**config.mk**
```make
export PLATFORM = sky130hd
export DESIGN_NAME = bps_scheduler
export DESIGN_NICKNAME = d
export VERILOG_FILES = /design/src/rtl/bps_pkg.sv /design/src/rtl/bps_bus_cycle.sv /design/src/rtl/bps_scheduler.sv
export SDC_FILE = /design/constraint.sdc
export NUM_CORES = 1
export LEC_CHECK = 0
export BUFFER_PORTS_ARGS = -buffer_cell sky130_fd_sc_hd__buf_2
export CAP_MARGIN = 20
export CORE_MARGIN = 2
export CORE_UTILIZATION = 27
export DETAILED_ROUTE_END_ITERATION = 6
export GPL_TIMING_DRIVEN = 1
export MAX_ROUTING_LAYER = met4
export PLACE_DENSITY = 0.46
export SYNTH_ARGS = -nofsm -noshare
export SYNTH_HDL_FRONTEND = slang
export SYNTH_SLANG_ARGS = --single-unit
export TNS_END_PERCENT = 5
```
**constraint.sdc**
```tcl
create_clock -name sys_clk -period 2.35 [get_ports sys_clk]
set_input_delay 0.47 -clock sys_clk [delete_from_list [all_inputs] [get_ports sys_clk]]
set_output_delay 0.47 -clock sys_clk [all_outputs]
set_load 0.05 [all_outputs]
```
**src/rtl/bps_pkg.sv**
```systemverilog
/*
  Constants, enumerations and helpers shared by the bus prefetch scheduler.
  Assumes a single 25 MHz system clock and a 16-bit bus data path.
*/
package bps_pkg;

  // ************************************************************
  // Timing
  // ************************************************************
  localparam int CLK_PERIOD_NS = 40;
  localparam int BUS_MIN_NS = 80;
  localparam int BUS_MIN_CLKS = (BUS_MIN_NS + CLK_PERIOD_NS - 1) / CLK_PERIOD_NS;
  localparam int COF_IDLE_NS = 80;
  localparam int COF_IDLE_CLKS = (COF_IDLE_NS + CLK_PERIOD_NS - 1) / CLK_PERIOD_NS;
  localparam int SYNC_STAGES = 2;
  localparam logic [3:0] QUICK_LAST = 4'(BUS_MIN_CLKS - 2);
  localparam logic [3:0] EXT_SYNC_LAST = 4'(BUS_MIN_CLKS + SYNC_STAGES - 2);
  localparam logic [1:0] HOLD_LOAD = 2'(COF_IDLE_CLKS - 1);

  // ************************************************************
  // Pipeline and operand layout
  // ************************************************************
  localparam int PIPE_SLOTS = 3;
  localparam int PIPE_BUF = 1;
  localparam logic [2:0] ROOM_NORM = 3'(PIPE_SLOTS);
  localparam logic [2:0] ROOM_EARLY = 3'(PIPE_SLOTS + PIPE_BUF);
  localparam logic [1:0] SZ_BYTE = 2'h0;
  localparam logic [1:0] SZ_WORD = 2'h1;
  localparam logic [1:0] SZ_LONG = 2'h2;
  localparam logic [31:0] WORD_STEP = 32'h2;
  localparam logic [31:0] RESET_FETCH_ADDR = 32'h0;

  // ************************************************************
  // Types
  // ************************************************************
  typedef enum logic [1:0] {BPS_K_PF, BPS_K_RD, BPS_K_WR} bps_kind_e;
  typedef enum logic [2:0] {BPS_S_NONE, BPS_S_LO, BPS_S_WR, BPS_S_RD, BPS_S_PF} bps_sel_e;

  // Lesser of two cycle counts
  function automatic logic [3:0] bps_min4(input logic [3:0] a, input logic [3:0] b);
    return (a < b) ? a : b;
  endfunction

endpackage

```
**src/rtl/bps_bus_cycle.sv**
```systemverilog
/*
  One bus cycle engine: drives the bus pins for one 16-bit transfer.
  Assumes ack and data pins are asynchronous; on-chip data is same clock.
*/
`timescale 1ns/1ns
`default_nettype none
module bps_bus_cycle (
  input wire logic sys_clk,
  input wire logic nrst,
  input wire logic start,
  input wire logic [31:0] addr,
  input wire logic [1:0] size,
  input wire logic we,
  input wire logic [15:0] wdata,
  input wire logic ifetch,
  input wire logic onchip,
  input wire logic sync_mode,
  input wire logic [15:0] onchip_rdata,
  input wire logic ext_ack_n,
  input wire logic [15:0] ext_data_in,
  output logic busy,
  output logic done,
  output logic [15:0] rdata,
  output logic bus_as_n,
  output logic [31:0] bus_addr,
  output logic [1:0] bus_size,
  output logic bus_rd,
  output logic [15:0] bus_data_out,
  output logic bus_data_oe_n,
  output logic bus_ifetch
);
  import bps_pkg::*;

  logic ack_m, ack_s;
  logic [15:0] din_m, din_s;
  logic [3:0] cnt;
  logic quick, ext_fixed;
  logic finish;
  logic ack_rel;

  // Two-stage pin synchronisers
  always_ff @(posedge sys_clk) begin
    if (!nrst) begin
      ack_m <= 1'b1;
      ack_s <= 1'b1;
      din_m <= 16'h0;
      din_s <= 16'h0;
    end else begin
      ack_m <= ext_ack_n;
      ack_s <= ack_m;
      din_m <= ext_data_in;
      din_s <= din_m;
    end
  end

  // End of cycle: fixed count or external acknowledge
  // Acknowledge counts only once seen released, so a late-negating pin cannot end the next cycle
  assign finish = quick ? (cnt == QUICK_LAST) :
                  ext_fixed ? (cnt == EXT_SYNC_LAST) : (ack_rel && !ack_s);

  // Cycle sequencing and pin drive
  always_ff @(posedge sys_clk) begin
    if (!nrst) begin
      busy <= 1'b0;
      done <= 1'b0;
      cnt <= 4'h0;
      quick <= 1'b0;
      ext_fixed <= 1'b0;
      ack_rel <= 1'b0;
      rdata <= 16'h0;
      bus_as_n <= 1'b1;
      bus_addr <= 32'h0;
      bus_size <= SZ_WORD;
      bus_rd <= 1'b1;
      bus_data_out <= 16'h0;
      bus_data_oe_n <= 1'b1;
      bus_ifetch <= 1'b0;
    end else begin
      done <= 1'b0;
      if (start) begin
        busy <= 1'b1;
        cnt <= 4'h0;
        quick <= onchip;
        ext_fixed <= sync_mode;
        ack_rel <= 1'b0;
        bus_as_n <= onchip;
        bus_addr <= addr;
        bus_size <= size;
        bus_rd <= !we;
        bus_data_out <= wdata;
        bus_data_oe_n <= !we || onchip;
        bus_ifetch <= ifetch;
      end else if (busy) begin
        cnt <= cnt + 4'h1;
        ack_rel <= ack_rel | ack_s;
        if (finish) begin
          busy <= 1'b0;
          done <= 1'b1;
          rdata <= quick ? onchip_rdata : din_s;
          bus_as_n <= 1'b1;
          bus_data_oe_n <= 1'b1;
          bus_ifetch <= 1'b0;
        end
      end
    end
  end

endmodule
`default_nettype wire

```
**src/rtl/bps_scheduler.sv**
```systemverilog
/*
  Bus controller scheduler: prefetch controller, one-entry write buffer,
  operand/prefetch arbiter and instruction pipeline model.
  Assumes the microsequencer on the same clock and the bus cycle engine below.
*/
// Function
// - Flush and refill pipeline on flow change
// - Prefetch only without upcoming flow change, free slot
// - One pending write buffer frees the sequencer
// - Stall further writes while buffer occupied
// - Queued write runs during next instruction
// - Operand access beats prefetch for the bus
// - Byte and word operands use one cycle
// - Long operand: two cycles, high word first
// - Branch decode stops prefetching on current path
// - Overlap is lesser of tail and head
// - On-chip accesses finish in two clocks
// - Fixed priority gives repeatable bus ordering
// - Each instruction prefetches its own replacement
// - Replacement may start in indexed EA clock
// - Early replacement if bus free, else deferred
// - Two idle clocks after flow change, extra fetch
// - Two-clock bus matches sequencer cycle time
// - Prefetch when stage freed, after operand requests
// - Busy bus queues request, runs when free
`timescale 1ns/1ns
`default_nettype none
module bps_scheduler #(
  parameter logic [31:0] ONCHIP_MASK = 32'hffff0000,
  parameter logic [31:0] ONCHIP_BASE = 32'hffff0000
) (
  input wire logic sys_clk,
  input wire logic nrst,
  input wire logic flow_change,
  input wire logic [31:0] flow_addr,
  input wire logic next_is_cof,
  input wire logic word_use,
  input wire logic repl_early,
  input wire logic opr_req,
  input wire logic opr_we,
  input wire logic [1:0] opr_size,
  input wire logic [31:0] opr_addr,
  input wire logic [31:0] opr_wdata,
  input wire logic [3:0] tail_cycles,
  input wire logic [3:0] head_cycles,
  input wire logic sync_mode,
  input wire logic [15:0] onchip_rdata,
  input wire logic ext_ack_n,
  input wire logic [15:0] ext_data_in,
  output logic wr_stall,
  output logic rd_busy,
  output logic rd_done,
  output logic [31:0] rd_data,
  output logic seq_hold,
  output logic [15:0] instr_word,
  output logic instr_valid,
  output logic [3:0] overlap_cycles,
  output logic bus_as_n,
  output logic [31:0] bus_addr,
  output logic [1:0] bus_size,
  output logic bus_rd,
  output logic [15:0] bus_data_out,
  output logic bus_data_oe_n,
  output logic bus_ifetch
);
  import bps_pkg::*;

  // ************************************************************
  // Declarations
  // ************************************************************
  logic bus_start, bus_we_q, bus_if_q, bus_onchip_q;
  logic [31:0] bus_addr_q;
  logic [15:0] bus_wdata_q;
  logic [1:0] bus_size_q;
  bps_kind_e cur_kind;
  logic cur_long, cur_lo, cur_stale;
  logic wbuf_valid, wbuf_issued;
  logic [31:0] wbuf_addr, wbuf_data;
  logic [1:0] wbuf_size;
  logic rd_issued;
  logic [31:0] rd_addr;
  logic [1:0] rd_size;
  logic [15:0] rd_hi;
  logic [15:0] pipe_mem [PIPE_SLOTS+PIPE_BUF];
  logic [2:0] pipe_cnt, next_pipe_cnt, occ;
  logic pf_inflight;
  logic [31:0] pf_addr;
  logic [1:0] hold_cnt;
  logic bc_busy, bc_done;
  logic [15:0] bc_rdata;
  logic idle_now, lo_cont, pf_ok, wr_fin, rd_fin, push, pop;
  bps_sel_e sel;

  function automatic logic on_chip(input logic [31:0] a);
    return (a & ONCHIP_MASK) == ONCHIP_BASE;
  endfunction

  // ************************************************************
  // Arbitration
  // ************************************************************
  assign idle_now = !bus_start && !bc_busy;
  assign lo_cont = bc_done && cur_long && !cur_lo && (cur_kind != BPS_K_PF);
  assign occ = pipe_cnt + {2'h0, pf_inflight};
  assign wr_fin = bc_done && (cur_kind == BPS_K_WR) && (!cur_long || cur_lo);
  assign rd_fin = bc_done && (cur_kind == BPS_K_RD) && (!cur_long || cur_lo);

  // prefetch gate on upcoming flow and room
  // early room in indexed EA clock
  assign pf_ok = !flow_change && !next_is_cof &&
                 ((occ < ROOM_NORM) || (repl_early && (occ < ROOM_EARLY)));

  // Fixed priority grant when the bus is free
  always_comb begin
    sel = BPS_S_NONE;
    // queued request runs once bus frees
    if (idle_now) begin
      if (lo_cont) begin
        sel = BPS_S_LO;
      end else if (wbuf_valid && !wbuf_issued) begin
        sel = BPS_S_WR;
      end else if (rd_busy && !rd_issued) begin
        sel = BPS_S_RD;
      end else if (pf_ok) begin
        sel = BPS_S_PF;
      end
    end
  end

  // Cycle issue to the bus engine
  always_ff @(posedge sys_clk) begin
    if (!nrst) begin
      bus_start <= 1'b0;
      bus_addr_q <= 32'h0;
      bus_wdata_q <= 16'h0;
      bus_size_q <= SZ_WORD;
      bus_we_q <= 1'b0;
      bus_if_q <= 1'b0;
      bus_onchip_q <= 1'b0;
      cur_kind <= BPS_K_PF;
      cur_long <= 1'b0;
      cur_lo <= 1'b0;
    end else begin
      bus_start <= (sel != BPS_S_NONE);
      case (sel)
        BPS_S_LO: begin
          bus_addr_q <= bus_addr_q + WORD_STEP;
          bus_wdata_q <= wbuf_data[15:0];
          cur_lo <= 1'b1;
        end
        BPS_S_WR: begin
          bus_addr_q <= wbuf_addr;
          bus_wdata_q <= (wbuf_size == SZ_LONG) ? wbuf_data[31:16] : wbuf_data[15:0];
          bus_size_q <= (wbuf_size == SZ_LONG) ? SZ_WORD : wbuf_size;
          bus_we_q <= 1'b1;
          bus_if_q <= 1'b0;
          bus_onchip_q <= on_chip(wbuf_addr);
          cur_kind <= BPS_K_WR;
          cur_long <= (wbuf_size == SZ_LONG);
          cur_lo <= 1'b0;
        end
        // byte or word in one cycle
        BPS_S_RD: begin
          bus_addr_q <= rd_addr;
          bus_size_q <= (rd_size == SZ_LONG) ? SZ_WORD : rd_size;
          bus_we_q <= 1'b0;
          bus_if_q <= 1'b0;
          bus_onchip_q <= on_chip(rd_addr);
          cur_kind <= BPS_K_RD;
          cur_long <= (rd_size == SZ_LONG);
          cur_lo <= 1'b0;
        end
        BPS_S_PF: begin
          bus_addr_q <= pf_addr;
          bus_size_q <= SZ_WORD;
          bus_we_q <= 1'b0;
          bus_if_q <= 1'b1;
          bus_onchip_q <= on_chip(pf_addr);
          cur_kind <= BPS_K_PF;
          cur_long <= 1'b0;
          cur_lo <= 1'b0;
        end
        default: begin
        end
      endcase
    end
  end

  // ************************************************************
  // Operand queue
  // ************************************************************
  // One-entry write buffer
  always_ff @(posedge sys_clk) begin
    if (!nrst) begin
      wbuf_valid <= 1'b0;
      wbuf_issued <= 1'b0;
      wbuf_addr <= 32'h0;
      wbuf_data <= 32'h0;
      wbuf_size <= SZ_WORD;
    end else begin
      if (wr_fin) begin
        wbuf_valid <= 1'b0;
        wbuf_issued <= 1'b0;
      end else if (sel == BPS_S_WR) begin
        wbuf_issued <= 1'b1;
      end
      if (opr_req && opr_we && !wbuf_valid) begin
        wbuf_valid <= 1'b1;
        wbuf_addr <= opr_addr;
        wbuf_data <= opr_wdata;
        wbuf_size <= opr_size;
      end
    end
  end
  assign wr_stall = wbuf_valid;

  // Operand read request and assembly
  always_ff @(posedge sys_clk) begin
    if (!nrst) begin
      rd_busy <= 1'b0;
      rd_issued <= 1'b0;
      rd_addr <= 32'h0;
      rd_size <= SZ_WORD;
      rd_hi <= 16'h0;
      rd_done <= 1'b0;
      rd_data <= 32'h0;
    end else begin
      rd_done <= rd_fin;
      if (rd_fin) begin
        rd_busy <= 1'b0;
        rd_issued <= 1'b0;
        rd_data <= cur_long ? {rd_hi, bc_rdata} : {16'h0, bc_rdata};
      end else if (sel == BPS_S_RD) begin
        rd_issued <= 1'b1;
      end
      if (bc_done && cur_kind == BPS_K_RD && cur_long && !cur_lo) begin
        rd_hi <= bc_rdata;
      end
      if (opr_req && !opr_we && !rd_busy) begin
        rd_busy <= 1'b1;
        rd_addr <= opr_addr;
        rd_size <= opr_size;
      end
    end
  end

  // ************************************************************
  // Prefetch controller and pipeline
  // ************************************************************
  // Prefetch address and flight tracking
  always_ff @(posedge sys_clk) begin
    if (!nrst) begin
      pf_addr <= RESET_FETCH_ADDR;
      pf_inflight <= 1'b0;
      cur_stale <= 1'b0;
    end else begin
      if (flow_change) begin
        pf_addr <= flow_addr;
      end else if (sel == BPS_S_PF) begin
        pf_addr <= pf_addr + WORD_STEP;
      end
      if (sel == BPS_S_PF) begin
        pf_inflight <= 1'b1;
      end else if (bc_done && cur_kind == BPS_K_PF) begin
        pf_inflight <= 1'b0;
      end
      if (flow_change && pf_inflight) begin
        cur_stale <= 1'b1;
      end else if (sel == BPS_S_PF) begin
        cur_stale <= 1'b0;
      end
    end
  end

  assign push = bc_done && (cur_kind == BPS_K_PF) && !cur_stale && !flow_change;
  assign pop = word_use && (pipe_cnt != 3'h0) && !flow_change;

  // Occupancy after this cycle
  always_comb begin
    next_pipe_cnt = pipe_cnt;
    if (flow_change) begin
      next_pipe_cnt = 3'h0;
    end else begin
      next_pipe_cnt = pipe_cnt + {2'h0, push} - {2'h0, pop};
    end
  end

  // Word store; a used word frees a slot for its replacement
  always_ff @(posedge sys_clk) begin
    if (!nrst) begin
      pipe_cnt <= 3'h0;
      instr_valid <= 1'b0;
      for (int i = 0; i < PIPE_SLOTS + PIPE_BUF; i++) begin
        pipe_mem[i] <= 16'h0;
      end
    end else begin
      pipe_cnt <= next_pipe_cnt;
      instr_valid <= (next_pipe_cnt != 3'h0);
      if (pop) begin
        for (int i = 0; i < PIPE_SLOTS + PIPE_BUF - 1; i++) begin
          pipe_mem[i] <= pipe_mem[i + 1];
        end
      end
      if (push) begin
        pipe_mem[2'(pipe_cnt - {2'h0, pop})] <= bc_rdata;
      end
    end
  end
  assign instr_word = pipe_mem[0];

  // ************************************************************
  // Sequencer timing
  // ************************************************************
  // two idle clocks to refill
  // idle equals one two-clock bus cycle
  always_ff @(posedge sys_clk) begin
    if (!nrst) begin
      hold_cnt <= 2'h0;
      seq_hold <= 1'b0;
    end else if (flow_change) begin
      hold_cnt <= HOLD_LOAD;
      seq_hold <= 1'b1;
    end else if (hold_cnt != 2'h0) begin
      hold_cnt <= hold_cnt - 2'h1;
    end else begin
      seq_hold <= 1'b0;
    end
  end

  always_ff @(posedge sys_clk) begin
    if (!nrst) begin
      overlap_cycles <= 4'h0;
    end else begin
      overlap_cycles <= bps_min4(tail_cycles, head_cycles);
    end
  end

  // ************************************************************
  // Bus cycle engine
  // ************************************************************
  bps_bus_cycle u_cycle (
    .sys_clk(sys_clk),
    .nrst(nrst),
    .start(bus_start),
    .addr(bus_addr_q),
    .size(bus_size_q),
    .we(bus_we_q),
    .wdata(bus_wdata_q),
    .ifetch(bus_if_q),
    .onchip(bus_onchip_q),
    .sync_mode(sync_mode),
    .onchip_rdata(onchip_rdata),
    .ext_ack_n(ext_ack_n),
    .ext_data_in(ext_data_in),
    .busy(bc_busy),
    .done(bc_done),
    .rdata(bc_rdata),
    .bus_as_n(bus_as_n),
    .bus_addr(bus_addr),
    .bus_size(bus_size),
    .bus_rd(bus_rd),
    .bus_data_out(bus_data_out),
    .bus_data_oe_n(bus_data_oe_n),
    .bus_ifetch(bus_ifetch)
  );

  // ************************************************************
  // Checks
  // ************************************************************
  flush_empty_a: assert property (@(posedge sys_clk) disable iff (!nrst)
    flow_change |=> !instr_valid) else $error("pipeline not flushed");
  pf_no_cof_a: assert property (@(posedge sys_clk) disable iff (!nrst)
    (bus_start && bus_if_q) |-> $past(!next_is_cof && !flow_change))
    else $error("prefetch despite flow change");
  wbuf_keep_a: assert property (@(posedge sys_clk) disable iff (!nrst)
    (wbuf_valid && !wr_fin && opr_req && opr_we) |=> $stable(wbuf_data))
    else $error("write buffer overwritten");
  op_first_a: assert property (@(posedge sys_clk) disable iff (!nrst)
    (idle_now && !lo_cont && wbuf_valid && !wbuf_issued) |=> (bus_start && cur_kind == BPS_K_WR))
    else $error("operand write not granted first");
  long_pair_a: assert property (@(posedge sys_clk) disable iff (!nrst)
    lo_cont |=> (bus_start && cur_lo && bus_addr_q == $past(bus_addr_q) + WORD_STEP))
    else $error("long low word not consecutive");
  onchip_two_a: assert property (@(posedge sys_clk) disable iff (!nrst)
    (bus_start && bus_onchip_q) |-> ##2 bc_done) else $error("on-chip cycle not two clocks");
  hold_two_a: assert property (@(posedge sys_clk) disable iff (!nrst)
    (flow_change ##1 !flow_change [*2]) |-> (seq_hold ##1 !seq_hold))
    else $error("hold length wrong");
  hold_set_a: assert property (@(posedge sys_clk) disable iff (!nrst)
    flow_change |=> seq_hold [*2]) else $error("hold not two clocks");
  stale_drop_a: assert property (@(posedge sys_clk) disable iff (!nrst)
    (bc_done && cur_kind == BPS_K_PF && cur_stale && !pop && !flow_change)
    |=> pipe_cnt == $past(pipe_cnt)) else $error("stale prefetch loaded");
  overlap_min_a: assert property (@(posedge sys_clk) disable iff (!nrst)
    1'b1 |=> (overlap_cycles <= $past(tail_cycles) && overlap_cycles <= $past(head_cycles)
    && (overlap_cycles == $past(tail_cycles) || overlap_cycles == $past(head_cycles))))
    else $error("overlap not the minimum");

endmodule
`default_nettype wire

```
# Word level (Yosys, flattened, before mapping)
# Memory sizes are Yosys's and may differ from the RTL's.
# Index checks and enable logic that the tools add are counted.
dict set report word_totals {
  ff_bits 369
  mem_bits_rw 64
  in_bits 148
  output_inout_bits 111
  word_cells 217
  memories 1
}
# memory words word_bits rd rd_clocked_by_memory_dff write_ports line
set memory_table {}
lappend memory_table {pipe_mem 4 16 4 0 4 bps_scheduler.sv:84} ;# logic [15:0] pipe_mem [PIPE_SLOTS+PIPE_BUF];
dict set report classes {
  add_sub_neg 8
  magnitude_cmp 3
  eq_ne 13
  muxes 61
  bitwise 7
  reduce_logical 75
}
# cell count
set op_table {}
lappend op_table {{32-bit case mux with 4 select lines} 1}
lappend op_table {{16-bit 2-to-1 mux} 6}
lappend op_table {{32-bit 2-to-1 mux} 3}
lappend op_table {{32-bit by 2-bit adder with 32-bit output (second input constant)} 2}
lappend op_table {{16-bit == test (second input constant)} 3}
lappend op_table {{1-bit 2-to-1 mux} 33}
lappend op_table {{16-bit case mux with 2 select lines} 1}
lappend op_table {{2-bit nonzero test} 14}
lappend op_table {{1-bit logical AND} 26}
lappend op_table {{3-bit 2-to-1 mux} 6}
lappend op_table {{16-bit OR reduction} 1}
lappend op_table {{1-bit logical NOT} 14}
lappend op_table {{2-bit case mux with 3 select lines} 2}
lappend op_table {{3-bit nonzero test} 4}
lappend op_table {{2-bit OR reduction} 6}
lappend op_table {{3-bit by 1-bit adder with 3-bit output} 2}
lappend op_table {{2-bit == test (second input constant)} 3}
lappend op_table {{3-bit by 2-bit == test with 1-bit output (second input constant)} 2}
lappend op_table {{2-bit 2-to-1 mux} 3}
lappend op_table {{1-bit case mux with 2 select lines} 3}
lappend op_table {{1-bit case mux with 3 select lines} 2}
lappend op_table {{3-bit OR reduction} 2}
lappend op_table {{4-bit by 1-bit adder with 4-bit output (second input constant)} 1}
lappend op_table {{4-bit by 2-bit == test with 1-bit output (second input constant)} 1}
lappend op_table {{19 further kinds} 26}

# Logic depth before layout (Yosys ltp)
# Gate-level depths: netlist (run 1).
dict set report depth {
  depth_word 13
  mapped_depth 10
}

# Hierarchy
# Synthesis (run 1) repeated with hierarchy kept, for this count alone.
dict set report unflattened {
  hier_cells 2028
  area_unflattened_um2 18162.4
}
# module n_inst cells_each area_each_um2
set by_module_without_submodules {}
lappend by_module_without_submodules {bps_scheduler 1 1676 14186.1}
lappend by_module_without_submodules {bps_bus_cycle 1 352 3976.3}

# Worst setup path before layout (run 1)
# OpenSTA, ideal clock, no wires.
dict set report synth_path {
  path_type {register to register}
  from {register pipe_cnt[0]}
  to {register pf_addr[29]}
  setup_time_ns 0.074
  arrival_time_ns 2.484
  required_time_ns 2.276
  path_slack_ns -0.208
  stages_incl_launch_ff 9
  path_buffers 1
  synth_period_minus_slack_ns 2.558
  cell_sequence {dfxtp_1 > ha_1 > ha_1 > and3b_1 > nor4b_2 > buf_2 > nand2_1 > or4b_2 > a31oi_1}
}
dict set report synth_via {
  elab_chain_len 12
}
# element line
set synth_rtl {}
lappend synth_rtl {{start, declared} bps_scheduler.sv:85} ;# logic [2:0] pipe_cnt, next_pipe_cnt, occ;
lappend synth_rtl {{start signal, assigned} bps_scheduler.sv:296} ;# pipe_cnt <= next_pipe_cnt;
lappend synth_rtl {{3-bit by 1-bit adder with 3-bit output (*)} bps_scheduler.sv:103} ;# assign occ = pipe_cnt + {2'h0, pf_inflight};
lappend synth_rtl {{3-bit < comparator} bps_scheduler.sv:110} ;# ((occ < ROOM_NORM) || (repl_early && (occ < ROOM_EARLY)));
lappend synth_rtl {{1-bit logical AND} bps_scheduler.sv:110}
lappend synth_rtl {{1-bit logical OR (*)} bps_scheduler.sv:110}
lappend synth_rtl {{1-bit logical AND (*)} bps_scheduler.sv:109} ;# assign pf_ok = !flow_change && !next_is_cof &&
lappend synth_rtl {{3-bit 2-to-1 mux (*)} bps_scheduler.sv:123} ;# end else if (pf_ok) begin
lappend synth_rtl {{3-bit 2-to-1 mux (*)} bps_scheduler.sv:121} ;# end else if (rd_busy && !rd_issued) begin
lappend synth_rtl {{3-bit 2-to-1 mux (*)} bps_scheduler.sv:119} ;# end else if (wbuf_valid && !wbuf_issued) begin
lappend synth_rtl {{3-bit 2-to-1 mux (*)} bps_scheduler.sv:117} ;# if (lo_cont) begin
lappend synth_rtl {{3-bit 2-to-1 mux (*)} bps_scheduler.sv:116} ;# if (idle_now) begin
lappend synth_rtl {{3-bit == test (*)} bps_scheduler.sv:258} ;# end else if (sel == BPS_S_PF) begin
lappend synth_rtl {{2-bit nonzero test (no source line) (*)} -}
lappend synth_rtl {{end signal, assigned} bps_scheduler.sv:257} ;# pf_addr <= flow_addr;
lappend synth_rtl {{end signal, assigned} bps_scheduler.sv:259} ;# pf_addr <= pf_addr + WORD_STEP;
lappend synth_rtl {{end, declared} bps_scheduler.sv:87} ;# logic [31:0] pf_addr;
# Every way passes the cells marked *; elsewhere a longest branch is shown, timed or not.
# A chain may end at the register's enable or synchronous reset.

# Final worst setup path (run 1)
dict set report layout_path {
  from {register pf_inflight}
  to {register pf_addr[22]}
}
dict set report layout_via {
  elab_chain_len 12
}
# element line
set layout_rtl {}
lappend layout_rtl {{start, declared} bps_scheduler.sv:86} ;# logic pf_inflight;
lappend layout_rtl {{start signal, assigned} bps_scheduler.sv:253} ;# pf_inflight <= 1'b0;
lappend layout_rtl {{start signal, assigned} bps_scheduler.sv:262} ;# pf_inflight <= 1'b1;
lappend layout_rtl {{start signal, assigned} bps_scheduler.sv:264} ;# pf_inflight <= 1'b0;
lappend layout_rtl {{3-bit by 1-bit adder with 3-bit output (*)} bps_scheduler.sv:103}
lappend layout_rtl {{3-bit < comparator} bps_scheduler.sv:110}
lappend layout_rtl {{1-bit logical AND} bps_scheduler.sv:110}
lappend layout_rtl {{1-bit logical OR (*)} bps_scheduler.sv:110}
lappend layout_rtl {{1-bit logical AND (*)} bps_scheduler.sv:109}
lappend layout_rtl {{3-bit 2-to-1 mux (*)} bps_scheduler.sv:123}
lappend layout_rtl {{3-bit 2-to-1 mux (*)} bps_scheduler.sv:121}
lappend layout_rtl {{3-bit 2-to-1 mux (*)} bps_scheduler.sv:119}
lappend layout_rtl {{3-bit 2-to-1 mux (*)} bps_scheduler.sv:117}
lappend layout_rtl {{3-bit 2-to-1 mux (*)} bps_scheduler.sv:116}
lappend layout_rtl {{3-bit == test (*)} bps_scheduler.sv:258}
lappend layout_rtl {{2-bit nonzero test (no source line) (*)} -}
# Marked as above.

==> impl_metrics.env, run 1 <==
export IMPL_syn_to_final_growth_pct=29.2
export IMPL_report_final_slew_viol_count=0
export IMPL_cts_max_level=2
export IMPL_slew_headroom_pct=30.0
export IMPL_crit_path_end_kind="flop"
export IMPL_grt_pass1_wl_um=92400
export IMPL_holdWs_ns=0.0932
export IMPL_finalCritPeriodShare_pct=111
export IMPL_grt_overflow=0
export IMPL_drive_above_1_share_pct=22.5
export IMPL_rsz0062_at_grt="true"
export IMPL_drv_cap=0
export IMPL_final_cells=3231
export IMPL_synth_most_common_cell="nand2_1"
export IMPL_drt_first_pass_iters=6
export IMPL_tritoncts="built"
export IMPL_crit_path_max_fanout=8
export IMPL_routed_wirelength_um=61500
export IMPL_grt_usage_pct=18.1
export IMPL_cts_root_buf="clkbuf_16"
export IMPL_ys_ff_latch=433
export IMPL_yosysSeqAreaShare_pct=52.1
export IMPL_worstSkewPairLatency_ns=0.60
export IMPL_cp_common_cell="ha_4"
export IMPL_synthCells=2005
export IMPL_worstPathRequired_ns=2.86
export IMPL_yosys_area_top_type_share_pct=41.4
export IMPL_dp_hpwl_um=42400
export IMPL_synth_cell_types=69
export IMPL_synth_edff_count=64
export IMPL_viasPerCell=4.88
export IMPL_post_place_cells=3125
export IMPL_dieArea_mm2=0.0682
export IMPL_whs_path_depth=2
export IMPL_die_h_um=261
export IMPL_io_pins=259
export IMPL_powerDensity_mw_per_mm2=780
export IMPL_yosys_top_cells_area="dfxtp_1, edfxtp_1, nand2_1"
export IMPL_postPlaceCellArea_mm2=0.0210
export IMPL_routedWlPerCell_um=19.0
export IMPL_syn_num_nets=2168
export IMPL_slowest_stage="or4b_4"
export IMPL_io_buffers=258
export IMPL_gp_congestion=0.818
export IMPL_worst_pin_slew_ns=1.05
export IMPL_antenna_found_initial=5
export IMPL_cts_buffers=50
export IMPL_hold_viol_final=0
export IMPL_post_route_worst_setup_slack_ns=-0.267
export IMPL_period_minus_slack_ns=2.62
export IMPL_grt_start_max_net_pins=78
export IMPL_arrival_ns=3.13
export IMPL_finalNetCount=2485
export IMPL_drc=0
export IMPL_final_util_pct=35.2
export IMPL_ant_nets=0
export IMPL_max_freq_mhz=382
export IMPL_num_rows=94
export IMPL_peakVddDrop_mv=0.529
export IMPL_seq_power_share_pct=44.4
export IMPL_clock_sinks=433
export IMPL_synthArstFlopShare_pct=0
export IMPL_fin_skew_ns=0.0324
export IMPL_p_switching_uw=4580
export IMPL_synth_ff_type="dfxtp_1"
export IMPL_synth_top_cells_by_count="nand2_1, dfxtp_1, a21oi_1, nor2_1, clkbuf_1"
export IMPL_start_util_pct=27.2
export IMPL_clockPowerShare_pct=44.7
export IMPL_max_clock_path_buffers=3
export IMPL_die_w_um=261
export IMPL_switching_share_pct=25.4
export IMPL_p_leak_uw=0.00912
export IMPL_pwr_share_comb_pct=10.9
export IMPL_clkSlewWorstSetupHoldPaths_ns=0.06
export IMPL_fin_area_mm2=0.0231
export IMPL_status="complete, but fails checks"
export IMPL_avgSynthCellArea_um2=8.91
export IMPL_synth_area_mm2=0.0179
export IMPL_setup_viol=48
export IMPL_crit_path_start_kind="flop"
export IMPL_dpl_worst_slack_ns=-0.327
export IMPL_reg2regPathDepth=10
export IMPL_max_stage_delay_ns=0.57
export IMPL_violations="setup timing"
export IMPL_crit_chain="ha_4 > ha_4 > and3b_2 > or4b_4 > nor2_4 > buf_12 > clkbuf_16 > nand3_1 > mux2_2 > a21oi_2"
export IMPL_critical_path_class="flop to flop"
export IMPL_grt_pass1_vias=15418
export IMPL_core_area_mm2=0.0656
export IMPL_synth_top_cell_by_area="dfxtp_1"
export IMPL_drt_iter0_drc=1161
export IMPL_hp_class="input pin to flop"
export IMPL_yosysWarnings=0
export IMPL_vias=15766
export IMPL_p_int_uw=13400
-- flip-flops by register name, indices dropped and copies added (netlist names), 3 cells and up --
name and count:
overlap_cycles 4, pipe_mem 64, wbuf_addr 32, u_cycle.bus_addr 32, rd_hi 16, u_cycle.rdata 16, u_cycle.din_m 16, u_cycle.bus_data_out 16
wbuf_data 32, bus_addr_q 32, u_cycle.cnt 4, bus_wdata_q 16, rd_addr 32, rd_data 32, pf_addr 32, pipe_cnt 3
u_cycle.din_s 16
-- worst max-delay path, delay by kind of cell (launching register included) --
family | cells | cell delay, ns
AOI/OAI and AO/OA | 1 | 0.13
adders and majority gates | 2 | 0.35
buffers and inverters | 2 | 0.30
DFF | 1 | 0.34
muxes | 1 | 0.29
and+or+nand+nor | 4 | 1.15
-- stage by stage --
stage / TNS (ns) / total power [µW]
floorplan: -4.79 / 9130
finish: -6.55 / 18000
global placement: -6.85 / 10000
detailed placement: -9.23 / 10000
CTS: -7.05 / 18300
global route: -12.70 / 18700
-- placed cells by master, fill, tap and decap left out, types with 6 or more instances in the layout --
master | synthesis | final
buf_4 | 0 | 111
a31oi_1 | 17 | 17
a32o_1 | 10 | 8
buf_2 | 18 | 258
a211oi_1 | 36 | 36
clkbuf_1 | 107 | 14
a222oi_1 | 29 | 29
o21ai_0 | 55 | 49
nand3_1 | 70 | 68
buf_12 | 0 | 25
clkbuf_16 | 0 | 54
xnor2_1 | 8 | 8
o31a_1 | 7 | 7
ha_1 | 14 | 12
dfxtp_1 | 369 | 366
o22ai_1 | 8 | 8
nand2_1 | 432 | 429
buf_6 | 0 | 7
inv_1 | 23 | 23
clkbuf_8 | 0 | 10
nor3_1 | 20 | 17
a22o_1 | 17 | 17
clkinv_2 | 0 | 9
and2_1 | 60 | 60
mux2i_1 | 90 | 90
nor2b_1 | 6 | 6
nor2_1 | 153 | 147
and3_1 | 16 | 16
edfxtp_1 | 64 | 64
nand2b_1 | 14 | 13
xor2_1 | 12 | 11
nand4_1 | 23 | 23
o211a_1 | 8 | 8
a21oi_1 | 194 | 190
o21a_1 | 12 | 12
or4_1 | 9 | 9
and4_1 | 9 | 9
-- power by group through the flow --
stage	Sequential, µW	Combinational [µW]	Clock (µW)
4_1_cts	7990	1940	8310
3_5_place_dp	8150	1890	0
3_3_place_gp	8150	1870	0
2_1_floorplan	8210	923	0
5_1_grt	8030	2130	8580
6_report	8000	1970	8040
-- worst paths after layout --
path                       from             to  slack [ns]
hold / removal        ext_ack_n  u_cycle.ack_m        0.09
setup reg to reg    pf_inflight    pf_addr[22]       -0.27
hold reg to reg   u_cycle.ack_m  u_cycle.ack_s        0.41
setup / recovery    pf_inflight    pf_addr[22]       -0.27
-- cell families (layout without fill, tap and decap cells) --
| group | Yosys count | after routing | share of synthesized area, % |
|---|---|---|---|
| other | 0 | 4 | 0 |
| and+or+nand+nor | 844 | 844 | 21.4 |
| xor gates and xnor gates | 20 | 20 | 0.981 |
| AOI/OAI and AO/OA | 438 | 438 | 15.7 |
| buffers and inverters | 163 | 521 | 3.55 |
| adders and majority gates | 15 | 15 | 1.09 |
| DFF | 433 | 433 | 52.1 |
| muxes | 92 | 92 | 5.17 |
-- cell type report --
cell class              count  area, µm²
fillers                  6814      42600
flip-flops and latches    433       9320
multi-input cells        1409       8120
repair buffers            403       2740
clock buffers              77       1520
well taps                 864       1080
clock inverters            16        181
inverters                  25        101
diodes                      4       10.0
-- what timing repair did --
item / CTS / global route
setup buffers: 4 / 5
gates cloned: 1 / 1
hold buffers: 0 / 0
setup endpoints to repair: 61 / 107
pin swaps: 14 / 26
gates resized for setup: 17 / 35
-- routing by layer --
layer	GRT usage [%]	up-vias	share of wire, %
met1	22.0	7538	43
met4	5.79	0	3.0
li1	-	7703	-
met5	-	-	0
met2	30.4	420	49
met3	3.12	105	5.5
(Power assumes the default switching activity.)
==> run 2, diff against run 1 <==
--- a/config.mk
+++ b/config.mk
@@ -9,10 +9,12 @@
 export CAP_MARGIN = 20
 export CORE_MARGIN = 2
 export CORE_UTILIZATION = 27
+export CTS_BUF_LIST = sky130_fd_sc_hd__clkbuf_2 sky130_fd_sc_hd__clkbuf_4 sky130_fd_sc_hd__clkbuf_8
 export DETAILED_ROUTE_END_ITERATION = 6
 export GPL_TIMING_DRIVEN = 1
 export MAX_ROUTING_LAYER = met4
 export PLACE_DENSITY = 0.46
+export SLEW_MARGIN = 20
 export SYNTH_ARGS = -nofsm -noshare
 export SYNTH_HDL_FRONTEND = slang
 export SYNTH_SLANG_ARGS = --single-unit
==> run 2 against run 1 <==
  * The run still ends with setup timing left
  * Sequential share of layout area decreased by 0.99 points
  * First-iteration DRC count decreased by 11%
  * Highest routed layer unchanged
  * Design area grew 2.5%
  * Global-route usage grew 0.29 points
  * Setup slack gained 0.063 ns
  * Hold slack lost 0.034 ns
  * Core utilization up 0.90 points
==> impl_metrics.env, run 2 (synthesis gave the netlist of run 1 again) <==
export IMPL_top_register="pipe_mem"
export IMPL_max_stage_delay_ns=0.56
export IMPL_crit_chain="ha_4 > ha_4 > and3b_2 > or4b_4 > nor2_4 > buf_12 > clkbuf_16 > a222oi_1 > o31a_1 > o22ai_1"
export IMPL_post_route_worst_setup_slack_ns=-0.204
export IMPL_final_cell_mix="nand2_1, dfxtp_1, buf_2"
export IMPL_p_leak_uw=0.00943
export IMPL_grt_pass1_wl_um=93500
export IMPL_peakVddDrop_mv=0.364
export IMPL_worstPathRequired_ns=2.94
export IMPL_setup_viol=42
export IMPL_io_pins=259
export IMPL_arrival_ns=3.14
export IMPL_post_place_cells=3125
export IMPL_io_buffers=258
export IMPL_routed_wirelength_um=62200
export IMPL_slew_headroom_pct=29.3
export IMPL_crit_path_start_kind="flop"
export IMPL_cts_max_level=3
export IMPL_ant_nets=0
export IMPL_cp_common_cell="ha_4"
export IMPL_clkSlewWorstSetupHoldPaths_ns=0.06
export IMPL_fin_skew_ns=0.0568
export IMPL_period_minus_slack_ns=2.55
export IMPL_largest_register_ffs=64
export IMPL_crit_family="simple AND/OR/NAND/NOR gates"
export IMPL_final_cells=3330
export IMPL_vias=16126
export IMPL_start_util_pct=27.2
export IMPL_crit_path_end_kind="flop"
export IMPL_worstSkewPairLatency_ns=0.69
export IMPL_grt_usage_pct=18.4
export IMPL_rsz0062_at_grt="true"
export IMPL_die_w_um=261
export IMPL_violations="setup timing"
export IMPL_clock_sinks=433
export IMPL_routedWlPerCell_um=18.7
export IMPL_gp_congestion=0.818
export IMPL_cts_root_buf="clkbuf_8"
export IMPL_grt_start_max_net_pins=78
export IMPL_syn_to_final_growth_pct=32.5
export IMPL_dieArea_mm2=0.0682
export IMPL_hp_class="input pin to flop"
export IMPL_slowest_stage="or4b_4"
export IMPL_dp_hpwl_um=42400
export IMPL_regToRegSetupSlack_ns=-0.20
export IMPL_critical_path_class="flop to flop"
export IMPL_finalCritPeriodShare_pct=109
export IMPL_antenna_found_initial=6
export IMPL_layout_commonest_cell="nand2_1"
export IMPL_core_area_mm2=0.0656
export IMPL_max_clock_path_buffers=3
export IMPL_hold_viol_final=0
export IMPL_die_h_um=261
export IMPL_report_final_slew_viol_count=0
export IMPL_viasPerCell=4.84
export IMPL_drc=0
export IMPL_drt_iter0_drc=1038
export IMPL_crit_path_max_fanout=8
export IMPL_tritoncts="built"
export IMPL_cts_buffers=81
export IMPL_drv_cap=0
export IMPL_finalNetCount=2560
export IMPL_grt_pass1_vias=15828
export IMPL_worst_pin_slew_ns=1.06
export IMPL_status="complete, but fails checks"
export IMPL_max_freq_mhz=392
export IMPL_critical_path_buf_inv_count=2
export IMPL_drive_above_1_share_pct=24.5
export IMPL_grt_overflow=0
export IMPL_powerDensity_mw_per_mm2=761
export IMPL_num_rows=94
export IMPL_drt_first_pass_iters=6
export IMPL_total_power_uw=18000
==> run 2: cell types whose count changed in the layout (fill, tap and decap cells not counted), sizes merged <==
cell and delta:
dlygate4sd3 +47, clkinvlp +2, bufinv -2, diode +1
clkbuf +48, buf -3, clkinv +6
==> run 2: per-stage QoR <==
step / worst slack (ns) / hold WS [ns] / area [µm²] / TNS, ns / utilization [%]
final: -0.204 / 0.0591 / 23700 / -4.35 / 36.1
after global routing: -0.271 / 0.0202 / 23700 / -8.08 / 36.1
after CTS: -0.171 / 0.000797 / 23400 / -5.60 / 35.7
after detailed placement: -0.327 / 0.398 / 21000 / -9.23 / 32.1
after global placement: -0.354 / 0.399 / 21000 / -6.85 / 32.1
after floorplan: -0.0857 / 0.386 / 17900 / -4.79 / -
==> run 2: area by class of cell <==
| type | instances | area, µm² |
|---|---|---|
| sequential | 433 | 9320 |
| tap | 864 | 1080 |
| antenna | 5 | 12.5 |
| clock buffer | 125 | 1610 |
| fill | 6799 | 42000 |
| inverter | 25 | 101 |
| timing repair buffer | 447 | 3180 |
| multi-input combinational | 1409 | 8190 |
| clock inverter | 22 | 164 |
==> run 2: path summary, 6_finish.rpt <==
path	startpoint	to	depth (start not counted)
max	pf_inflight	bus_addr_q[11]	10
min reg2reg	u_cycle.ack_m	u_cycle.ack_s	1
max reg2reg	pf_inflight	bus_addr_q[11]	10
min	opr_addr[27]	wbuf_addr[27]	3
==> run 2: repair_timing <==
action	CTS	global route
cloned	1	1
hold buffers	47	0
endpoints found under the hold margin	67	0
pin swaps	13	28
setup endpoints to repair	61	105
gates resized for setup	15	47
setup buffers	4	6
==> run 2: where the power goes <==
group          internal [µW]  switching, µW  leakage [µW]
Sequential              7800            202       0.00367
Clock                   4590           3360      0.000945
Combinational            829           1220       0.00482
Total                  13200           4780       0.00943
==> run 2: worst min-delay path: cells and delay by family <==
kind / cells / cell delay (ns)
AOI/OAI and AO/OA: 1 / 0.05
and+or+nand+nor: 1 / 0.06
buffers and inverters: 1 / 0.13
==> run 2: layer usage <==
metal | wire length [µm] | global-route usage [%] | vias up
met5 | 0 | - | -
met4 | 2000 | 7.26 | 0
met2 | 30100 | 30.4 | 514
met1 | 26300 | 22.2 | 7628
met3 | 3830 | 3.29 | 121
li1 | - | - | 7863
